[config.mk]
export PLATFORM = sky130hd
export DESIGN_NAME = iprp_top
export DESIGN_NICKNAME = d
export VERILOG_FILES = /design/src/verilog/iprp_pkg.sv /design/src/verilog/iprp_line_events.sv /design/src/verilog/iprp_sync.sv /design/src/verilog/iprp_top.sv
export SDC_FILE = /design/constraint.sdc
export NUM_CORES = 2
export LEC_CHECK = 0
export ABC_CLOCK_PERIOD_IN_PS = 2900
export BUFFER_PORTS_ARGS = -buffer_cell sky130_fd_sc_hd__clkbuf_2
export CORE_MARGIN = 4
export CORE_UTILIZATION = 35
export DETAILED_ROUTE_END_ITERATION = 10
export HOLD_SLACK_MARGIN = 0.05
export PLACE_DENSITY_LB_ADDON = 0.12
export SLEW_MARGIN = 0
export SYNTH_ARGS = -nofsm -noshare
export SYNTH_HDL_FRONTEND = slang
export SYNTH_SLANG_ARGS = --single-unit
[constraint.sdc]
create_clock -name clk_i -period 2.9 [get_ports clk_i]
set_input_delay 0.145 -clock clk_i [delete_from_list [all_inputs] [get_ports clk_i]]
set_output_delay 0.145 -clock clk_i [all_outputs]
set_load 0.02 [all_outputs]
[src/verilog/iprp_pkg.sv]
package iprp_pkg;
    // Slave address
    localparam logic [4:0] SLAVE_ID_HI = 5'h0f;
    localparam logic [1:0] STRAP_TOUCH = 2'h0;
    // Header codes
    localparam logic [7:0] HDR_LED = 8'h55;
    localparam logic [7:0] HDR_TOUCH = 8'haa;
    localparam logic [7:0] HDR_SAVE = 8'ha5;
    // Register offsets
    localparam logic [7:0] REG_PAGE = 8'hfd;
    localparam logic [7:0] REG_UNLOCK = 8'hfe;
    localparam logic [7:0] DOT_FIRST = 8'h01;
    localparam logic [7:0] DOT_LAST = 8'h48;
    localparam int DOT_COUNT = 72;
    localparam logic [7:0] REG_CFG = 8'h50;
    localparam logic [7:0] REG_GCC = 8'h51;
    localparam logic [7:0] REG_PULL = 8'h52;
    localparam logic [7:0] REG_THERM = 8'h5f;
    localparam logic [7:0] REG_SPREAD = 8'h60;
    localparam logic [7:0] REG_SOFT_RST = 8'h8f;
    localparam logic [7:0] REG_FREQ_EN = 8'he0;
    localparam logic [7:0] REG_FREQ_SET = 8'he2;
    // Values
    localparam logic [7:0] UNLOCK_KEY = 8'hc5;
    localparam logic [7:0] PAGE_DUTY = 8'h00;
    localparam logic [7:0] PAGE_SCALE = 8'h01;
    localparam logic [7:0] RST_PAGE = 8'h00;
    localparam logic [7:0] RST_UNLOCK = 8'h00;
    localparam logic [3:0] LAST_BIT = 4'h7;
    localparam logic [3:0] ACK_SLOT = 4'h8;

    typedef enum logic [2:0] {ST_IDLE, ST_ADDR, ST_HDR, ST_REG, ST_WDATA, ST_RDATA} iprp_state_t;

    typedef struct packed {
        logic [7:0] cfg;
        logic [7:0] global_current_level;
        logic [7:0] pull;
        logic [7:0] therm;
        logic [7:0] spread;
        logic [7:0] freq_en;
        logic [7:0] freq_set;
    } iprp_func_t;

    localparam iprp_func_t FUNC_RST = '{cfg: 8'h00, global_current_level: 8'h00, pull: 8'h33, therm: 8'h00,
        spread: 8'h00, freq_en: 8'h00, freq_set: 8'h00};
endpackage

[src/verilog/iprp_line_events.sv]
`timescale 1ns/1ps
module iprp_line_events (
    // Clock and reset
    input wire logic clk_i,
    input wire logic srst_i,
    // Synchronised bus lines
    input wire logic scl_i,
    input wire logic sda_i,
    // Events, one cycle each, plus the delayed data level on sda_o
    output logic scl_rise_o,
    output logic scl_fall_o,
    output logic start_o,
    output logic stop_o,
    output logic sda_o
);
    typedef struct packed {
        logic scl;
        logic sda;
        logic rise;
        logic fall;
        logic start;
        logic stop;
    } iprp_ev_st_t;

    iprp_ev_st_t s_q;
    iprp_ev_st_t s_d;

    always_comb begin
        s_d.scl = scl_i;
        s_d.sda = sda_i;
        s_d.rise = scl_i & ~s_q.scl;
        s_d.fall = ~scl_i & s_q.scl;
        // Data edge while clock stays high
        s_d.start = scl_i & s_q.scl & s_q.sda & ~sda_i;
        s_d.stop = scl_i & s_q.scl & ~s_q.sda & sda_i;
    end

    always_ff @(posedge clk_i) begin
        if (srst_i) begin
            s_q <= '{scl: 1'b1, sda: 1'b1, default: 1'b0};
        end else begin
            s_q <= s_d;
        end
    end

    assign scl_rise_o = s_q.rise;
    assign scl_fall_o = s_q.fall;
    assign start_o = s_q.start;
    assign stop_o = s_q.stop;
    assign sda_o = s_q.sda;
endmodule // iprp_line_events

[src/verilog/iprp_sync.sv]
`timescale 1ns/1ps
module iprp_sync #(
    parameter int W = 1
) (
    // Clock and reset
    input wire logic clk_i,
    input wire logic srst_i,
    // Asynchronous levels in, synchronous levels out
    input wire logic [W-1:0] d_i,
    output logic [W-1:0] q_o
);
    typedef struct packed {
        logic [W-1:0] meta;
        logic [W-1:0] sync;
    } iprp_sync_st_t;

    iprp_sync_st_t s_q;
    iprp_sync_st_t s_d;

    always_comb begin
        s_d.meta = d_i;
        s_d.sync = s_q.meta;
    end

    always_ff @(posedge clk_i) begin
        if (srst_i) begin
            s_q <= '1;
        end else begin
            s_q <= s_d;
        end
    end

    assign q_o = s_q.sync;
endmodule // iprp_sync

[src/verilog/iprp_top.sv]
// Functional notes
// - Answer only address 01111 plus strap bits
// - Address LSB selects write zero, read one
// - Strap level maps to address bits 00..11
// - Touch-key strap use forces bits to 00
// - START restarts address compare
// - Matching address acknowledged through whole pulse
// - Header byte received and acknowledged
// - Register address byte received and acknowledged
// - Each data byte received and acknowledged
// - STOP ends every transfer
// - Repeated START with read returns the unlock register, other registers read 00h
// - Header 55h to LED, AAh to touch
// - Header A5h saves registers as defaults
// - Page select 00 duty, 01 scale/function
// - Key C5h allows one page change
// - Page select powers up at page 0
// - Page 0 01h-48h hold dot duty bytes
// - Write to 8Fh on page 01 restores reset values, function registers from saved defaults
`timescale 1ns/1ps
module iprp_top (
    // Clock and reset
    input wire logic clk_i,
    input wire logic srst_i,
    // Serial bus, open drain
    input wire logic scl_i,
    input wire logic sda_i,
    output logic sda_o,
    output logic sda_oe_o,
    // Address strap
    input wire logic [1:0] strap_level_i,
    input wire logic ad_touch_i,
    // Dot readout for the matrix engine
    input wire logic [6:0] dot_idx_i,
    output logic [7:0] dot_duty_o,
    output logic [7:0] dot_scale_o,
    // Register contents
    output logic [7:0] page_o,
    output logic [7:0] page_unlock_key_o,
    output logic [7:0] operating_config_o,
    output logic [7:0] global_current_level_o,
    output logic [7:0] pull_resistor_select_o,
    output logic [7:0] thermal_point_o,
    output logic [7:0] spread_spectrum_ctrl_o,
    output logic [7:0] dimming_freq_enable_o,
    output logic [7:0] dimming_freq_setting_o,
    // Save-defaults pulse and touch header select level
    output logic save_defaults_o,
    output logic touch_sel_o
);
    typedef struct packed {
        iprp_pkg::iprp_state_t state;
        logic [3:0] cnt;
        logic [7:0] shreg;
        logic [7:0] hdr;
        logic [7:0] addr;
        logic sda_oe;
        logic [7:0] page;
        logic [7:0] unlock;
        iprp_pkg::iprp_func_t func;
        iprp_pkg::iprp_func_t dflt;
        logic [iprp_pkg::DOT_COUNT-1:0][7:0] duty;
        logic [iprp_pkg::DOT_COUNT-1:0][7:0] scale;
        logic [7:0] dot_duty;
        logic [7:0] dot_scale;
        logic save;
        logic touch;
    } iprp_top_st_t;

    localparam iprp_top_st_t ST_RST = '{
        state: iprp_pkg::ST_IDLE,
        page: iprp_pkg::RST_PAGE,
        unlock: iprp_pkg::RST_UNLOCK,
        func: iprp_pkg::FUNC_RST,
        dflt: iprp_pkg::FUNC_RST,
        default: '0
    };

    function automatic logic is_dot(input logic [7:0] a);
        is_dot = (a >= iprp_pkg::DOT_FIRST) && (a <= iprp_pkg::DOT_LAST);
    endfunction

    iprp_top_st_t s_q;
    iprp_top_st_t s_d;
    logic [4:0] pins_s;
    logic scl_s;
    logic sda_s;
    logic [1:0] lvl_s;
    logic touch_s;
    logic ev_rise;
    logic ev_fall;
    logic ev_start;
    logic ev_stop;
    logic sda_ev;
    logic [1:0] strap_bits;
    logic addr_match;
    logic byte_done;
    logic wr_en;
    logic [7:0] rd_byte;
    logic [6:0] wr_idx;

    iprp_sync #(.W(5)) u_sync (
        .clk_i(clk_i),
        .srst_i(srst_i),
        .d_i({scl_i, sda_i, strap_level_i, ad_touch_i}),
        .q_o(pins_s)
    );

    assign {scl_s, sda_s, lvl_s, touch_s} = pins_s;

    iprp_line_events u_ev (
        .clk_i(clk_i),
        .srst_i(srst_i),
        .scl_i(scl_s),
        .sda_i(sda_s),
        .scl_rise_o(ev_rise),
        .scl_fall_o(ev_fall),
        .start_o(ev_start),
        .stop_o(ev_stop),
        .sda_o(sda_ev)
    );

    assign strap_bits = touch_s ? iprp_pkg::STRAP_TOUCH : lvl_s;
    assign addr_match = s_q.shreg[7:1] == {iprp_pkg::SLAVE_ID_HI, strap_bits};
    assign byte_done = ev_fall && (s_q.cnt == iprp_pkg::LAST_BIT) && (s_q.state != iprp_pkg::ST_IDLE);
    assign wr_en = byte_done && (s_q.state == iprp_pkg::ST_WDATA) && (s_q.hdr == iprp_pkg::HDR_LED);
    assign wr_idx = 7'(s_q.addr - iprp_pkg::DOT_FIRST);
    // Only the unlock register reads back; the rest are write-only
    assign rd_byte = (s_q.hdr == iprp_pkg::HDR_LED && s_q.addr == iprp_pkg::REG_UNLOCK) ? s_q.unlock : 8'h00;

    always_comb begin
        s_d = s_q;
        s_d.save = 1'b0;
        if (ev_start) begin
            s_d.state = iprp_pkg::ST_ADDR;
            // The clock fall that closes START wraps this to bit zero
            s_d.cnt = 4'hf;
            s_d.sda_oe = 1'b0;
        end else if (ev_stop) begin
            s_d.state = iprp_pkg::ST_IDLE;
            s_d.sda_oe = 1'b0;
        end else if (s_q.state != iprp_pkg::ST_IDLE) begin
            if (ev_rise && s_q.cnt < iprp_pkg::ACK_SLOT && s_q.state != iprp_pkg::ST_RDATA) begin
                s_d.shreg = {s_q.shreg[6:0], sda_ev};
            end
            if (ev_rise && s_q.cnt == iprp_pkg::ACK_SLOT && s_q.state == iprp_pkg::ST_RDATA && sda_ev) begin
                s_d.state = iprp_pkg::ST_IDLE;
            end
            if (ev_fall) begin
                if (s_q.cnt == iprp_pkg::ACK_SLOT) begin
                    s_d.cnt = 4'h0;
                    s_d.sda_oe = 1'b0;
                    if (s_q.state == iprp_pkg::ST_RDATA) begin
                        s_d.shreg = rd_byte;
                        s_d.sda_oe = ~rd_byte[7];
                    end
                end else begin
                    s_d.cnt = s_q.cnt + 4'h1;
                    if (s_q.state == iprp_pkg::ST_RDATA) begin
                        s_d.shreg = {s_q.shreg[6:0], 1'b0};
                        s_d.sda_oe = ~s_q.shreg[6] && (s_q.cnt != iprp_pkg::LAST_BIT);
                    end
                end
            end
            if (byte_done) begin
                unique case (s_q.state)
                    iprp_pkg::ST_ADDR: begin
                        if (addr_match) begin
                            s_d.sda_oe = 1'b1;
                            s_d.state = s_q.shreg[0] ? iprp_pkg::ST_RDATA : iprp_pkg::ST_HDR;
                        end else begin
                            s_d.state = iprp_pkg::ST_IDLE;
                        end
                    end
                    iprp_pkg::ST_HDR: begin
                        s_d.sda_oe = 1'b1;
                        s_d.hdr = s_q.shreg;
                        s_d.touch = s_q.shreg == iprp_pkg::HDR_TOUCH;
                        if (s_q.shreg == iprp_pkg::HDR_SAVE) begin
                            s_d.save = 1'b1;
                            s_d.dflt = s_q.func;
                        end
                        s_d.state = iprp_pkg::ST_REG;
                    end
                    iprp_pkg::ST_REG: begin
                        s_d.sda_oe = 1'b1;
                        s_d.addr = s_q.shreg;
                        s_d.state = iprp_pkg::ST_WDATA;
                    end
                    iprp_pkg::ST_WDATA: begin
                        s_d.sda_oe = 1'b1;
                        s_d.addr = s_q.addr + 8'h01;
                    end
                    iprp_pkg::ST_RDATA: begin
                        s_d.sda_oe = 1'b0;
                    end
                    iprp_pkg::ST_IDLE: begin
                        s_d.sda_oe = 1'b0;
                    end
                endcase
            end
        end
        if (wr_en) begin
            if (s_q.addr == iprp_pkg::REG_PAGE) begin
                if (s_q.unlock == iprp_pkg::UNLOCK_KEY &&
                    (s_q.shreg == iprp_pkg::PAGE_DUTY || s_q.shreg == iprp_pkg::PAGE_SCALE)) begin
                    s_d.page = s_q.shreg;
                    s_d.unlock = iprp_pkg::RST_UNLOCK;
                end
            end else if (s_q.addr == iprp_pkg::REG_UNLOCK) begin
                s_d.unlock = s_q.shreg;
            end else if (is_dot(s_q.addr)) begin
                if (s_q.page == iprp_pkg::PAGE_DUTY) begin
                    s_d.duty[wr_idx] = s_q.shreg;
                end else begin
                    s_d.scale[wr_idx] = s_q.shreg;
                end
            end else if (s_q.page == iprp_pkg::PAGE_SCALE) begin
                unique case (s_q.addr)
                    iprp_pkg::REG_CFG: s_d.func.cfg = s_q.shreg;
                    iprp_pkg::REG_GCC: s_d.func.global_current_level = s_q.shreg;
                    iprp_pkg::REG_PULL: s_d.func.pull = s_q.shreg;
                    iprp_pkg::REG_THERM: s_d.func.therm = s_q.shreg;
                    iprp_pkg::REG_SPREAD: s_d.func.spread = s_q.shreg;
                    iprp_pkg::REG_FREQ_EN: s_d.func.freq_en = s_q.shreg;
                    iprp_pkg::REG_FREQ_SET: s_d.func.freq_set = s_q.shreg;
                    iprp_pkg::REG_SOFT_RST: begin
                        s_d.page = iprp_pkg::RST_PAGE;
                        s_d.unlock = iprp_pkg::RST_UNLOCK;
                        s_d.func = s_q.dflt;
                        s_d.duty = '0;
                        s_d.scale = '0;
                    end
                    default: begin
                    end
                endcase
            end
        end
        s_d.dot_duty = (dot_idx_i < 7'(iprp_pkg::DOT_COUNT)) ? s_q.duty[dot_idx_i] : 8'h00;
        s_d.dot_scale = (dot_idx_i < 7'(iprp_pkg::DOT_COUNT)) ? s_q.scale[dot_idx_i] : 8'h00;
    end

    always_ff @(posedge clk_i) begin
        if (srst_i) begin
            s_q <= ST_RST;
        end else begin
            s_q <= s_d;
        end
    end

    assign sda_o = 1'b0;
    assign sda_oe_o = s_q.sda_oe;
    assign dot_duty_o = s_q.dot_duty;
    assign dot_scale_o = s_q.dot_scale;
    assign page_o = s_q.page;
    assign page_unlock_key_o = s_q.unlock;
    assign operating_config_o = s_q.func.cfg;
    assign global_current_level_o = s_q.func.global_current_level;
    assign pull_resistor_select_o = s_q.func.pull;
    assign thermal_point_o = s_q.func.therm;
    assign spread_spectrum_ctrl_o = s_q.func.spread;
    assign dimming_freq_enable_o = s_q.func.freq_en;
    assign dimming_freq_setting_o = s_q.func.freq_set;
    assign save_defaults_o = s_q.save;
    assign touch_sel_o = s_q.touch;

    logic [6:0] exp_id;
    assign exp_id = {5'h0f, ad_touch_i ? 2'b00 : strap_level_i};
endmodule // iprp_top
==> results.yml <==
cells_and_area:
  final_layout_size_suffix_gt1_share_pct: 22.6
  regArea_sq_um: 26900
  finalNonFillerCells: 8393
  fin_util_pct: 42.6
  multi_input_comb_area_sq_um: 27800
  n_fill_cell: 16100
  layout.nets: 6098
  syn2layout_area_growth_pct: 21.1
placed_design:
  place_ws_ns: -0.215
  gp_congestion: 0.886
  placedCellCount: 8087
  io_buffers: 104
  dp_hpwl_mm: 160
power_and_ir_drop:
  ir_drop_mv: 0.573
  intPower_uw: 30800
  pwr-share-seq_pct: 46.3
  clock_power_share_pct: 49.4
  power.net_switching_uw: 9290
  combPwrFrac_pct: 4.4
  powerDensity_nw_per_um2: 571
  p_leak_uw: 0.0235
  switching_share_pct: 23.2
timing:
  worst_slew_pin_slew_ns: 1.07
  finalSetupTns_ns: -0.675
  hold_viol: 0
  period_minus_slack_ns: 2.97
  timing.fmax_mhz: 337
  finalSetupViolations: 28
  skew_ns: 0.0246
  rsz0062_at_grt: "true"
  setup_ws_ns: -0.0680
  fin_crit_sh_pct: 102
  slew_headroom_pct: 28.3
  holdWs_ns: 0.107
  drv_slew: 0
logic_synthesis:
  synth.area.mux_share_pct: 12.6
  syn_area_sq_um: 58000
  synth-xor-area-share_pct: 0.0755
  synth_fp_nets: 5866
  synthSimpleGateAreaFrac_pct: 8.25
  synth_top_family_by_area: "compound AO/OA/AOI/OAI gates"
  synthTopCellsByArea: "dfxtp_1 46%, mux4_2 11%, o21ai_0 8.1%"
  synth.most_common_cell: "dfxtp_1"
  synth_top_cell_area_share_pct: 46.5
  synthCells: 5846
  synth_edf_count: 0
  yosysWarnings: 0
  syn_avg_cell_area_sq_um: 9.92
  async_reset_ff_share_pct: 0
  synth_cell_types: 89
  synth-seq-cells: 1346
  synth_commonest_cells: "1346 x dfxtp_1, 937 x o21ai_0, 427 x o211ai_1"
  synth-seq-area-share_pct: 46.5
  synthAdderAreaFrac_pct: 0.129
  synthFlopType: "dfxtp_1"
  synth_compound_area_share_pct: 26.4
  synth_top_cell_by_area: "dfxtp_1"
critical_path:
  worstSetupPathType: "flip-flop to flip-flop"
  crit_buf_inv: 3
  cp_data_required_time_ns: 3.61
  crit_fanout: 20
  crit_path_top_delay_cell: "a41oi_2"
  crit_path_end_kind: "flip-flop"
  crit_chain: "buf_4 > ha_1 > nor2_1 > a41oi_2 > o21ai_4 > buf_4 > o221ai_1 > buf_4 > nand3_1 > o21ai_1"
  arrival_ns: 3.67
  cp_common_cell: "buf_4"
  critPathMaxStageDelay_ns: 0.54
  critical-path-top-delay-family: "compound AO/OA/AOI/OAI gates"
  setup.worst_path.start_class: "flip-flop"
cts:
  root_buffer: "clkbuf_16"
  insertion_delay_ns: 0.79
  cts_tree: "yes"
  htree_levels: 4
  clock-sinks: 1346
  clkTransAtPathRegs_ns: 0.06
  cts_made_buffers: 152
  cts_buffer_depth: 3
grt:
  met3_usage_pct: 5.64
  grt_remaining_overflow: 0
  grt_pass1_wl_mm: 342
  top_usage_layer: "met2"
  use_met2_pct: 40.2
  grt_max_degree: 170
  antenna_found_initial: 7
  grt_pass1_vias: 48000
  track_usage_pct: 26.3
  grt.met1_usage_pct: 36.2
route:
  num_vias: 50700
  wl_mm: 237
  firstDrtPassIters: 6
  drtIter0Drc: 5864
  drc: 0
  vias_per_cell: 6.04
  antenna_left: 0
  wl_per_cell_microns: 28.2
floorplanning:
  die_w_microns: 415
  ioPinCount: 106
  start_util_pct: 35.2
  num_rows: 149
  core_sq_um: 165000
  die_y_microns: 415
  die_area_sq_um: 172000
status:
  status: "finished, violations left"
  violations: "negative setup slack"
flow_run:
  maxCapViolCount: 0
worst_hold_path:
  hp-class: "primary input to flip-flop"
-- flip-flops by register name, summed over array words and instances (netlist names), 5 cells and up --
name	count
pull_resistor_select_o	8
page_o	8
dimming_freq_enable_o	8
thermal_point_o	8
dimming_freq_setting_o	8
page_unlock_key_o	8
u_sync.s_d	5
s_q	1239
operating_config_o	8
u_sync.q_o	5
global_current_level_o	8
spread_spectrum_ctrl_o	8
dot_scale_o	8
dot_duty_o	8
-- logic make-up (layout without fill, tap and decap cells) --
group | count (synthesis) | count (layout)
xor+xnor | 5 | 5
buf+inv | 782 | 1134
other cells | 1 | 6
flops | 1346 | 1346
compound gates | 2314 | 2315
fa+ha+maj | 6 | 6
simple gates | 1012 | 1012
mux | 380 | 380
-- metal layers --
metal  vias up  share of wire, %
met2      1953                44
met5         -             0.017
met4         6               4.4
met3       391               7.5
met1     25700                44
li1      22700                 -
-- what timing repair did --
item,4_1_cts,5_1_grt
endpoints found under the hold margin,36,0
setup buffers,1,9
pin swaps,1,5
hold buffers,12,0
setup endpoints to repair,306,890
resized for setup,4,33
cloned,0,4
-- power by group through the flow --
stage                     sequential (uW)  clock (uW)  combinational (uW)
after detailed placement            19000           0                1720
after floorplan                     18900           0                 934
after global placement              19000           0                1720
after CTS                           18600       20200                1740
final                               18600       19800                1750
after global routing                18600       20900                1820
-- layout by cell type (no fill, tap or decap), types with 12 or more instances in the layout --
master | netlist | layout
mux2_2 | 37 | 37
dfxtp_1 | 1346 | 1345
a31oi_1 | 49 | 36
o21ai_0 | 937 | 933
o221ai_1 | 36 | 36
nand4_1 | 12 | 12
nand2b_1 | 15 | 15
a32o_1 | 72 | 72
buf_12 | 0 | 144
o2bb2ai_1 | 160 | 160
dlygate4sd3_1 | 0 | 12
a22o_1 | 37 | 37
nor2b_1 | 40 | 38
a31oi_2 | 0 | 13
a221oi_1 | 22 | 21
clkinv_2 | 0 | 20
clkbuf_1 | 369 | 38
clkbuf_2 | 0 | 100
o211ai_1 | 427 | 427
and2_1 | 27 | 24
o21ai_1 | 46 | 47
mux2i_1 | 69 | 69
o22ai_1 | 22 | 21
nor3_1 | 50 | 46
nor2_1 | 134 | 119
a21oi_2 | 23 | 24
clkbuf_8 | 0 | 37
nor2_2 | 3 | 12
or2_2 | 14 | 14
nand3_1 | 258 | 254
mux4_2 | 274 | 274
clkbuf_16 | 0 | 158
buf_4 | 99 | 452
o21bai_1 | 22 | 22
o32ai_1 | 129 | 129
inv_1 | 139 | 139
a21oi_1 | 152 | 150
a211oi_1 | 83 | 83
nand2_1 | 393 | 392
a22oi_1 | 37 | 36
-- stage by stage --
| stage | total power, uW | area, sq um |
|---|---|---|
| 4_1_cts | 40500 | 69900 |
| 6_report | 40100 | 70200 |
| 5_1_grt | 41300 | 70200 |
| 3_5_place_dp | 20700 | 64700 |
| 3_3_place_gp | 20700 | 64700 |
| 2_1_floorplan | 19900 | 58000 |
-- final timing paths --
path / startpoint / to / slack, ns / cells after the start
setup / recovery: s_q[1299]$_SDFFE_PP0P_ / s_q[427]$_SDFFE_PP0P_ / -0.07 / 10
setup reg to reg: s_q[1299]$_SDFFE_PP0P_ / s_q[427]$_SDFFE_PP0P_ / -0.07 / 10
hold / removal: scl_i / u_sync.s_d[4]$_SDFF_PP1_ / 0.11 / 3
hold reg to reg: u_sync.s_d[0]$_SDFF_PP1_ / u_sync.q_o[0]$_SDFF_PP1_ / 0.40 / 1
-- cell type report --
cell class              count  share of cell area [%]
multi-input cells        3719                    39.7
flip-flops and latches   1346                    38.4
repair buffers            719                    10.0
clock buffers             231                    6.49
well taps                2189                    3.90
clock inverters            44                   0.763
inverters                 140                   0.759
diodes                      5                  0.0178
-- worst reg2reg max path, delay by kind of cell (launching register included) --
kind                     cells  cell delay [ns]
AO/OA/AOI/OAI                4             1.39
buffers and inverters        3             0.75
flip-flops                   1             0.33
adder cells (fa/ha/maj)      1             0.25
AND/OR/NAND/NOR              2             0.18
Note: power is estimated with default switching activity, not from simulation.
